<file path="config.mk">
export PLATFORM = sky130hd
export DESIGN_NAME = dli_host
export DESIGN_NICKNAME = d
export VERILOG_FILES = /design/src/hw/dli_pkg.sv /design/src/hw/dli_host.sv
export SDC_FILE = /design/constraint.sdc
export NUM_CORES = 1
export LEC_CHECK = 0
export BUFFER_PORTS_ARGS = -buffer_cell sky130_fd_sc_hd__buf_2
export CAP_MARGIN = 5
export CORE_ASPECT_RATIO = 0.8
export CORE_MARGIN = 2
export CORE_UTILIZATION = 58
export CTS_BUF_LIST = sky130_fd_sc_hd__clkbuf_16
export DETAILED_ROUTE_END_ITERATION = 6
export PLACE_DENSITY_LB_ADDON = 0.12
export SYNTH_ARGS = -nofsm -noshare
export SYNTH_HDL_FRONTEND = slang
export SYNTH_SLANG_ARGS = --single-unit
</file>
<file path="constraint.sdc">
create_clock -name sys_clk -period 3.8 [get_ports sys_clk]
set_input_delay 0.57 -clock sys_clk [delete_from_list [all_inputs] [get_ports sys_clk]]
set_output_delay 0.57 -clock sys_clk [all_outputs]
set_load 0.02 [all_outputs]
</file>
<file path="src/hw/dli_pkg.sv">
// package for the host-side controller of the dac input latch interface
package dli_pkg;

  // ***************************************************
  // software register map (word offsets on the plain port)
  // ***************************************************
  localparam logic [3:0] REG_CTRL   = 4'h0; // w: mode and start
  localparam logic [3:0] REG_DATA   = 4'h1; // rw: 16-bit code to send
  localparam logic [3:0] REG_STATUS = 4'h2; // r: busy, done
  localparam logic [3:0] REG_LAST   = 4'h3; // r: data word at the end of the last dac step, zero after clear

  // ctrl field positions
  localparam int CTRL_START  = 0;
  localparam int CTRL_SERIAL = 1;
  localparam int CTRL_WIDE   = 2;
  localparam int CTRL_CLEAR  = 3;
  localparam int CTRL_HOLD   = 4; // byte or word load fills input latches only, keeps dac latch

  // status field positions
  localparam int STAT_BUSY = 0;
  localparam int STAT_DONE = 1;

  localparam logic [15:0] DATA_RST = 16'h0000;

  // ***************************************************
  // timing
  // ***************************************************
  localparam int CLK_PERIOD_NS  = 8;
  localparam int STROBE_MIN_NS  = 50;  // half of a 100 ns period at 10 MHz
  localparam int GAP_MIN_NS     = 20;
  localparam int STROBE_CYC = (STROBE_MIN_NS + CLK_PERIOD_NS - 1) / CLK_PERIOD_NS;
  localparam int GAP_CYC0   = (GAP_MIN_NS + CLK_PERIOD_NS - 1) / CLK_PERIOD_NS;
  localparam int GAP_CYC    = (GAP_CYC0 > STROBE_CYC) ? GAP_CYC0 : STROBE_CYC;
  localparam int SER_BITS   = 16;

  // ***************************************************
  // types
  // ***************************************************
  typedef enum logic [2:0] {
    ST_IDLE, ST_SETUP, ST_STROBE, ST_GAP, ST_CLEAR
  } dli_state_t;

  // step being strobed
  typedef enum logic [1:0] {
    STEP_LOW, STEP_HIGH, STEP_SER, STEP_DAC
  } dli_step_t;

  // pins toward the converter
  typedef struct packed {
    logic       device_select_n;
    logic       write_strobe_n;
    logic       low_byte_enable_n;
    logic       high_byte_enable_n;
    logic       dac_latch_enable_n;
    logic       clear_n;
    logic [7:0] data_low;  // bit 0 doubles as lsb_or_serial_input
    logic [7:0] data_high; // upper byte, word variant only
  } dli_pins_t;

  typedef struct packed {
    dli_state_t  st;
    dli_step_t   step;
    logic [3:0]  cnt;
    logic [3:0]  bits;
    logic [15:0] data;
    logic [15:0] shift;
    logic [15:0] last;
    logic        serial;
    logic        wide;
    logic        hold;
    logic        done;
    logic [15:0] rdata;
    dli_pins_t   pins;
  } dli_regs_t;

  localparam dli_pins_t PINS_IDLE = '{1'b1, 1'b1, 1'b1, 1'b1, 1'b1, 1'b1, 8'h00, 8'h00};

endpackage

</file>
<file path="src/hw/dli_host.sv">
// host-side controller that loads the dac input latches over its pins
//
// Added by the designer: the plain strobed port and the placing of the registers.
`timescale 1ns/100ps
module dli_host (
  // clock and reset
  input  wire logic            sys_clk,
  input  wire logic            sys_rst,
  // software port
  input  wire logic [3:0]      reg_addr,
  input  wire logic [15:0]     reg_wdata,
  input  wire logic            reg_wr,
  input  wire logic            reg_rd,
  output logic      [15:0]     reg_rdata,
  // converter pins
  output dli_pkg::dli_pins_t   dac_pins
);

  dli_pkg::dli_regs_t r_q;
  dli_pkg::dli_regs_t r_d;

  // ***************************************************
  // helper functions
  // ***************************************************
  // one step on the pins, edge by edge, from the entry into setup:
  //   setup edge    enables and data go out, strobe still high
  //   strobe edges  strobe low for STROBE_CYC cycles, enables and data held
  //   gap edges     strobe high for GAP_CYC cycles, enables still held
  //   last gap edge every pin returns to idle before the next setup
  // holding the enables through the gap gives the latches hold time after
  // the rising strobe; the price is one idle cycle between steps
  // a byte load is low, high, dac; a word load is word then dac; a serial
  // load is sixteen bit steps then dac; each step takes sixteen cycles

  // serial mode is refused on the word part, which has no shift register
  function automatic logic is_serial(input logic [15:0] w);
    is_serial = w[dli_pkg::CTRL_SERIAL] & ~w[dli_pkg::CTRL_WIDE];
  endfunction

  // control pins for one step; enables are driven low to act
  function automatic dli_pkg::dli_pins_t step_pins(input dli_pkg::dli_step_t s, input logic wide,
                                                   input logic [15:0] d, input logic sb);
    dli_pkg::dli_pins_t p;
    p = dli_pkg::PINS_IDLE;
    // select low on byte parts; word part has no select
    p.device_select_n = wide;
    case (s)
      dli_pkg::STEP_LOW: begin
        // low byte, or whole word on the wide part
        p.low_byte_enable_n = 1'b0;
        p.data_low          = d[7:0];
        p.data_high         = wide ? d[15:8] : 8'h00;
      end
      dli_pkg::STEP_HIGH: begin
        // the high byte travels on the low data lines of the byte part
        p.high_byte_enable_n = 1'b0;
        p.data_low           = d[15:8];
      end
      dli_pkg::STEP_SER: begin
        // both byte enables low selects serial
        p.low_byte_enable_n  = 1'b0;
        p.high_byte_enable_n = 1'b0;
        p.data_low           = {7'h00, sb};
      end
      default: begin
        // wide part takes its dac load on the second enable
        if (wide) begin
          p.high_byte_enable_n = 1'b0;
        end else begin
          p.dac_latch_enable_n = 1'b0;
        end
      end
    endcase
    return p;
  endfunction

  // next step after the one just strobed
  function automatic dli_pkg::dli_step_t next_step(input dli_pkg::dli_step_t s, input logic wide);
    // serial steps never come here; the gap state counts them itself
    case (s)
      dli_pkg::STEP_LOW: next_step = wide ? dli_pkg::STEP_DAC : dli_pkg::STEP_HIGH;
      default:           next_step = dli_pkg::STEP_DAC;
    endcase
  endfunction

  // ***************************************************
  // next-state logic
  // ***************************************************
  always_comb begin
    r_d       = r_q;
    r_d.rdata = 16'h0000;
    // read data valid the cycle after the read strobe
    // busy comes straight from the state, so it never disagrees with the pins
    if (reg_rd) begin
      case (reg_addr)
        dli_pkg::REG_DATA:   r_d.rdata = r_q.data;
        dli_pkg::REG_STATUS: r_d.rdata = {14'h0000, r_q.done, r_q.st != dli_pkg::ST_IDLE};
        dli_pkg::REG_LAST:   r_d.rdata = r_q.last;
        default:             r_d.rdata = 16'h0000;
      endcase
    end
    // the data word may be rewritten mid-load; later byte steps then send the new word
    if (reg_wr && reg_addr == dli_pkg::REG_DATA) begin
      r_d.data = reg_wdata;
    end

    case (r_q.st)
      dli_pkg::ST_IDLE: begin
        r_d.pins = dli_pkg::PINS_IDLE;
        // control writes during a transfer are ignored, status shows busy
        if (reg_wr && reg_addr == dli_pkg::REG_CTRL) begin
          r_d.serial = is_serial(reg_wdata);
          r_d.wide   = reg_wdata[dli_pkg::CTRL_WIDE];
          r_d.hold   = reg_wdata[dli_pkg::CTRL_HOLD];
          r_d.cnt    = 4'h0;
          if (reg_wdata[dli_pkg::CTRL_CLEAR]) begin
            r_d.pins.clear_n = 1'b0;
            r_d.st   = dli_pkg::ST_CLEAR;
            r_d.done = 1'b0;
          end else if (reg_wdata[dli_pkg::CTRL_START]) begin
            r_d.step  = is_serial(reg_wdata) ? dli_pkg::STEP_SER : dli_pkg::STEP_LOW;
            r_d.shift = r_q.data;
            r_d.bits  = 4'h0;
            r_d.done  = 1'b0;
            r_d.st    = dli_pkg::ST_SETUP;
          end
        end
      end
      dli_pkg::ST_CLEAR: begin
        // clear fell at the start edge, so ending at STROBE_CYC - 1 gives STROBE_CYC low cycles
        r_d.cnt = r_q.cnt + 4'h1;
        if (r_q.cnt == 4'(dli_pkg::STROBE_CYC - 1)) begin
          r_d.pins = dli_pkg::PINS_IDLE;
          r_d.last = dli_pkg::DATA_RST;
          r_d.done = 1'b1;
          r_d.cnt  = 4'h0;
          r_d.st   = dli_pkg::ST_GAP;
        end
      end
      dli_pkg::ST_SETUP: begin
        // enables and data settle one cycle before the strobe falls
        // the serial bit is the top of a private copy, safe from data rewrites
        r_d.pins = step_pins(r_q.step, r_q.wide, r_q.data, r_q.shift[15]);
        r_d.st   = dli_pkg::ST_STROBE;
        r_d.cnt  = 4'h0;
      end
      dli_pkg::ST_STROBE: begin
        // strobe low captures into enabled latches
        r_d.pins.write_strobe_n = 1'b0;
        r_d.cnt = r_q.cnt + 4'h1;
        // strobe low time keeps the rate under 10 MHz
        // the strobe only falls at the first edge in this state, so the count runs
        // one further than in the clear state to give STROBE_CYC low cycles
        if (r_q.cnt == 4'(dli_pkg::STROBE_CYC)) begin
          r_d.pins.write_strobe_n = 1'b1;
          r_d.cnt = 4'h0;
          r_d.st  = dli_pkg::ST_GAP;
        end
      end
      dli_pkg::ST_GAP: begin
        r_d.cnt = r_q.cnt + 4'h1;
        // strobe high for the gap before the next enable
        if (r_q.cnt == 4'(dli_pkg::GAP_CYC - 1)) begin
          r_d.cnt  = 4'h0;
          r_d.pins = dli_pkg::PINS_IDLE;
          r_d.st   = dli_pkg::ST_SETUP;
          if (r_q.done) begin
            r_d.st = dli_pkg::ST_IDLE;
          end else if (r_q.step == dli_pkg::STEP_SER) begin
            // msb first, next bit moves to the top
            r_d.shift = {r_q.shift[14:0], 1'b0};
            r_d.bits  = r_q.bits + 4'h1;
            // sixteen strobes wrap the 4-bit count; bits at 15 moves on to the dac step
            if (r_q.bits == 4'(dli_pkg::SER_BITS - 1)) begin
              r_d.step = dli_pkg::STEP_DAC;
            end
          end else if (r_q.step == dli_pkg::STEP_DAC) begin
            // dac latch updated by its own strobe
            r_d.last = r_q.data;
            r_d.done = 1'b1;
            r_d.st   = dli_pkg::ST_IDLE;
          end else begin
            r_d.step = next_step(r_q.step, r_q.wide);
            // hold mode leaves the dac latch untouched
            if (r_q.hold && next_step(r_q.step, r_q.wide) == dli_pkg::STEP_DAC) begin
              r_d.done = 1'b1;
              r_d.st   = dli_pkg::ST_IDLE;
            end
          end
        end
      end
      // an illegal state falls back to idle with every pin released
      default: begin
        r_d.st   = dli_pkg::ST_IDLE;
        r_d.pins = dli_pkg::PINS_IDLE;
      end
    endcase
    // enables are never left low while idle, so no latch goes transparent
    // a serial load also needs select and both byte enables low on each bit strobe
  end

  // ***************************************************
  // state register
  // ***************************************************
  always_ff @(posedge sys_clk or posedge sys_rst) begin
    // reset releases every pin at once, whatever step was in flight
    if (sys_rst) begin
      r_q <= '{dli_pkg::ST_IDLE, dli_pkg::STEP_LOW, 4'h0, 4'h0, dli_pkg::DATA_RST, 16'h0000,
               16'h0000, 1'b0, 1'b0, 1'b0, 1'b0, 16'h0000, dli_pkg::PINS_IDLE};
    end else begin
      r_q <= r_d;
    end
  end

  // ***************************************************
  // outputs
  // ***************************************************
  // pins and read data both come straight from flip-flops, free of glitches
  assign reg_rdata = r_q.rdata;
  assign dac_pins  = r_q.pins;

endmodule

</file>
Word level (Yosys, flattened, before mapping)
Index checks and enable logic that the tools add are counted.
{"block": "classes", "n_eq_ne": 28, "bitwise_logic": 3, "n_reduce_logical": 23, "n_mux": 70, "add_sub_neg": 2}
{"op": "two-way mux 16 bit", "n": 8}
{"op": "one-hot mux 20 bit (4 select lines)", "n": 1}
{"op": "two-way mux 32 bit", "n": 2}
{"op": "one-hot mux 16 bit (2 select lines)", "n": 2}
{"op": "one-hot mux 16 bit (3 select lines)", "n": 1}
{"op": "two-way mux 13 bit", "n": 2}
{"op": "two-way mux 2 bit", "n": 12}
{"op": "two-way mux 4 bit", "n": 6}
{"op": "one-hot mux 8 bit (3 select lines)", "n": 1}
{"op": "two-way mux 22 bit", "n": 1}
{"op": "two-way mux 1 bit", "n": 20}
{"op": "!= test 2 bit, second input constant", "n": 10}
{"op": "one-hot mux 4 bit (5 select lines)", "n": 1}
{"op": "two-way mux 8 bit", "n": 2}
{"op": "one-hot mux 3 bit (5 select lines)", "n": 1}
{"op": "AND reduction 5 bit", "n": 2}
{"op": "two-way mux 3 bit", "n": 3}
{"op": "!= test 3 bit, second input constant", "n": 3}
{"op": "adder 4 x 1 -> 4 bit, second input constant", "n": 2}
{"op": "== test 4 x 2 -> 1 bit, second input constant", "n": 2}
{"op": "== test 4 x 3 -> 1 bit, second input constant", "n": 2}
{"op": "one-hot mux 4 bit (2 select lines)", "n": 1}
{"op": "AND reduction 8 bit", "n": 1}
{"op": "AND reduction 7 bit", "n": 1}
{"op": "25 further kinds", "n": 39}
{"block": "totals", "input_bits": 24, "out_inout_bits": 38, "regBits": 102}

Logic depth before layout (Yosys ltp)
{"block": "logic_depth", "depth_word": 15, "mapped_depth": 9, "ltp_nobuf": 7}

Worst setup path after synthesis
No wires, ideal clock.
{"block": "synth_timing", "kind": "in2reg", "start": "input reg_addr[0]", "end": "register r_q[93] in the netlist's numbering", "path_buffers": 0, "setup_ns": 0.069, "slack_ns": 1.856, "stages": 5, "t_required_ns": 3.731, "arrival_ns": 1.875, "path_cell_list": "nor4_2 > a31oi_1 > or3_1 > or4_1 > nand3_1"}
{"block": "synth_between", "elab_chain_cells": 4}
{"item": "start, declared", "line": "dli_host.sv:10", "source": "input wire logic [3:0] reg_addr,"}
{"item": "logical NOT 4 bit", "line": "dli_host.sv:111", "source": "if (reg_wr && reg_addr == dli_pkg::REG_CTRL) begin"}
{"item": "logical AND 1 bit", "line": "dli_host.sv:111"}
{"item": "!= test 2 bit (no source line)"}
{"item": "AND reduction 7 bit (no source line)"}
{"item": "end signal, assigned", "line": "dli_host.sv:208", "source": "r_q <= '{dli_pkg::ST_IDLE, dli_pkg::STEP_LOW, 4'h0, 4'h0, dli_pkg::DATA_RST, 16'h0000,"}
{"item": "end signal, assigned", "line": "dli_host.sv:211", "source": "r_q <= r_d;"}
{"item": "end, declared", "line": "dli_host.sv:19", "source": "dli_pkg::dli_regs_t r_q;"}
Every way passes these cells.
A chain may end at the register's enable or synchronous reset.

Worst setup path after layout
{"block": "layout_timing", "start": "register r_q[101] in the netlist's numbering", "end": "register r_q[66] in the netlist's numbering"}
{"block": "layout_between", "elab_chain_cells": 3, "word_cells_on_any_way": 11, "cone_classes": "eq/ne: 7; mux: 1; reduce/logical: 3"}
{"item": "== test 3 x 2 -> 1 bit or logical NOT 3 bit (tied branches)", "line": "dli_host.sv:107", "source": "case (r_q.st)"}
{"item": "!= test 2 bit (no source line) or nonzero test 2 bit (tied branches)"}
{"item": "AND reduction 7 bit (no source line)"}
Several ways; a longest one is shown, not always the timed one.

==> flow_metrics.env <==
export IMPL_vias=3420
export IMPL_total_leakage_power_nw=2.470
export IMPL_power_switching_fraction=0.3741
export IMPL_synthDistinctLibCells=52
export IMPL_die_h_microns=85.38
export IMPL_largest_net_degree_at_the_start_of_global_routing=50
export IMPL_clock_network_fraction_of_total_power=0.264
export IMPL_crit_type="reg -> reg"
export IMPL_timing_max_slew_rel_slack=0.2020
export IMPL_cts_hold_fix_buffers=0
export IMPL_numClockSinks=102
export IMPL_drt_first_iter_violations=367
export IMPL_area_of_all_sequential_standard_cells_sq_um=2560
export IMPL_tritoncts_num_buffers=9
export IMPL_timing_max_transition_violations_final=0
export IMPL_whs_ns=0.2976
export IMPL_maxClockFrequency_mhz=383.2
export IMPL_initial_standard_cell_utilization_of_the_core=0.6014
export IMPL_rsz_0062_raised_after_global_routing="no"
export IMPL_multi_input_area_sq_um=1783
export IMPL_clockBufferDepth=2
export IMPL_areaGrowthSynthToFinish_pct=7.923
export IMPL_worst_slew_pin_transition_ns=1.192
export IMPL_cts_resized=0
export IMPL_insertedDiodeCount=0
export IMPL_drive_above_1_share=0.2454
export IMPL_max_vdd_ir_drop_v=0.0003806
export IMPL_mappedNetlistNets=495
export IMPL_dr_pass1_iters=5
export IMPL_crit_arrival_ns=2.78
export IMPL_first_global_vias=3260
export IMPL_synth_async_reset_ratio=1.000
export IMPL_place_hpwl_mm=6.913
export IMPL_fin_crit_sh=0.6867
export IMPL_max_cap_violations=0
export IMPL_timing_critical_path_to_type="flip-flop"
export IMPL_clk_latency_ns=0.35
export IMPL_antenna_found_initial=0
export IMPL_seq_area_frac_synth=0.5332
export IMPL_critPathMaxFanout=37
export IMPL_synth_edf_count=0
export IMPL_placement_io_buffers=61
export IMPL_cts_htree_levels=3
export IMPL_hold_path_class="in -> async"
export IMPL_timing_setup_tns_ns=0
export IMPL_power_internal_w=0.002236
export IMPL_synth_top_flop_cell="sky130_fd_sc_hd__dfrtp_1"
export IMPL_overall_die_area_sq_um=9026
export IMPL_place_gp_congestion=0.8809
export IMPL_fillCellCount=675
export IMPL_grt_first_pass_wirelength_mm=17.04
export IMPL_num_nets_final=508
export IMPL_global_route_usage_total=0.2456
export IMPL_clk_transition_reported_paths_ns=0.07
export IMPL_power_density_nw_per_um2=689.5
export IMPL_status="complete, no violations"
export IMPL_fin_crit_ns=2.610
export IMPL_viasPerCell=5.767
export IMPL_wirelength_mm=10.21
export IMPL_cts_tree="built"
export IMPL_p_seq_frac=0.447
export IMPL_routed_wire_length_per_instance_microns=17.21
export IMPL_ant_nets=0
export IMPL_ys_ff_latch=102
export IMPL_post_cts_setup_buffers=0
export IMPL_finished_core_util=0.6491
export IMPL_post_synth_inst_count=467
export IMPL_total_switching_power_w=0.001336
export IMPL_start_kind="flip-flop"
export IMPL_timing_hold_violations_final=0
export IMPL_yosysWarnings=0
export IMPL_rows=29
export IMPL_setup_violations_final=0
export IMPL_count_of_unresolved_drc_violations_after_routing=0
export IMPL_globalRoute_totalOverflow=0
export IMPL_clock_skew_final_ns=0.006095
export IMPL_pwr_share_comb=0.290
export IMPL_cts_root_buffer="sky130_fd_sc_hd__clkbuf_16"
export IMPL_design_core_area_sq_um=7983
export IMPL_die_x_microns=105.7
export IMPL_floorplan_io_pins=62
export IMPL_avgSynthCellArea_sq_um=10.28
export IMPL_worstPathRequired_ns=3.97
export IMPL_post_synth_instance_area_sq_um=4801
## synthesized netlist by cell type, drive strengths merged, types with 3 or more instances
cell / n / share of area
nor2: 31 / 0.024
a22o: 8 / 0.015
nand2: 69 / 0.054
a31oi: 6 / 0.0078
a21oi: 6 / 0.0063
mux2: 20 / 0.047
clkbuf: 12 / 0.0094
mux2i: 16 / 0.033
ha: 4 / 0.010
dfrtp: 96 / 0.50
nand3: 6 / 0.0063
buf: 52 / 0.075
inv: 14 / 0.011
nor4: 3 / 0.0052
or2: 3 / 0.0039
or3: 3 / 0.0039
dfstp: 6 / 0.033
o21ai: 49 / 0.051
a22oi: 16 / 0.025
nand3b: 4 / 0.0070
nor3: 6 / 0.0073
a222oi: 7 / 0.015
## layer usage
metal	track usage	share of wire	up-vias
met5	0	0	-
met4	0.05861	0.0074	0
met3	0.05760	0.085	8
met2	0.3601	0.44	149
met1	0.3742	0.47	1633
li1	-	-	1630
## worst max-delay path, stage by stage (launching register included)
cell,delay (ns)
sky130_fd_sc_hd__dfrtp_1,0.59
sky130_fd_sc_hd__or3_1,0.50
sky130_fd_sc_hd__a31oi_1,0.25
sky130_fd_sc_hd__or3_1,0.81
sky130_fd_sc_hd__o21ai_0,0.27
## cell usage in the layout (no fill, tap or decap), types with 4 or more instances in the layout
master and n:
sky130_fd_sc_hd__nor3_1 5, sky130_fd_sc_hd__dfrtp_1 96, sky130_fd_sc_hd__clkbuf_16 9, sky130_fd_sc_hd__nand3_1 6, sky130_fd_sc_hd__o21ai_0 47, sky130_fd_sc_hd__ha_1 4
sky130_fd_sc_hd__buf_2 61, sky130_fd_sc_hd__a31oi_1 6, sky130_fd_sc_hd__nor2_1 31, sky130_fd_sc_hd__nand2_1 68, sky130_fd_sc_hd__inv_1 13, sky130_fd_sc_hd__a21oi_1 6
sky130_fd_sc_hd__buf_4 5, sky130_fd_sc_hd__dfstp_2 6, sky130_fd_sc_hd__a222oi_1 7, sky130_fd_sc_hd__a22o_1 8, sky130_fd_sc_hd__mux2i_1 16, sky130_fd_sc_hd__mux2_2 20
sky130_fd_sc_hd__a22oi_1 16
## sequential cells by signal, summed over array words and instances, names as in the netlist
register	flops
reg_rdata	16
r_q	64
dac_pins	22
## kinds of logic after synthesis
logic type,share of synthesized area
XOR/XNOR,0.001825
AO/OA/AOI/OAI,0.1436
flip-flops,0.5332
buffers and inverters,0.09539
adder cells (fa/ha/maj),0.01043
multiplexers,0.08027
AND/OR/NAND/NOR,0.1353
## power groups by stage
stage	clock network [W]	logic [W]	registers [W]
after global placement	0	0.000997	0.00159
final	0.000942	0.00103	0.00160
after detailed placement	0	0.00103	0.00161
after global routing	0.00101	0.00116	0.00163
after floorplan	0	0.000974	0.00146
after CTS	0.000957	0.00104	0.00159
## per-stage QoR
step / power [W] / cell area [sq um] / setup slack [ns] / std cells
6_report: 0.003572 / 5181 / 1.190 / 593
5_1_grt: 0.003805 / 5181 / 0.9159 / 593
4_1_cts: 0.003585 / 5181 / 1.218 / 593
3_5_place_dp: 0.002635 / 4876 / 1.179 / 577
3_3_place_gp: 0.002592 / 4876 / 1.194 / 577
2_1_floorplan: 0.002439 / 4801 / 0.5644 / 467
## final timing paths
kind,from,endpoint,slack (ns),cells after the start
setup / recovery,r_q[101]$_DFFE_PP0P_,r_q[66]$_DFFE_PP0P_,1.19,4
hold / removal,sys_rst,reg_rdata[1]$_DFF_PP0_,0.30,2
setup reg to reg,r_q[101]$_DFFE_PP0P_,r_q[66]$_DFFE_PP0P_,1.19,4
hold reg to reg,r_q[49]$_DFFE_PP0P_,r_q[49]$_DFFE_PP0P_,0.48,2
max in group asynchronous,sys_rst,dac_pins[20]$_DFFE_PP1N_,2.61,3
min in group sys_clk,reg_wdata[7],r_q[81]$_DFFE_PP0P_,0.45,2
## layout make-up
class                           count  area share
Sequential cell                   102      0.4941
Inverter                           14     0.01063
Tap cell                          108     0.02608
Multi-Input combinational cell    287      0.3441
Clock buffer                        9     0.04347
Timing Repair Buffer               66     0.06617
Clock inverter                      7     0.01546
Note: power is estimated with default switching activity, not from simulation.
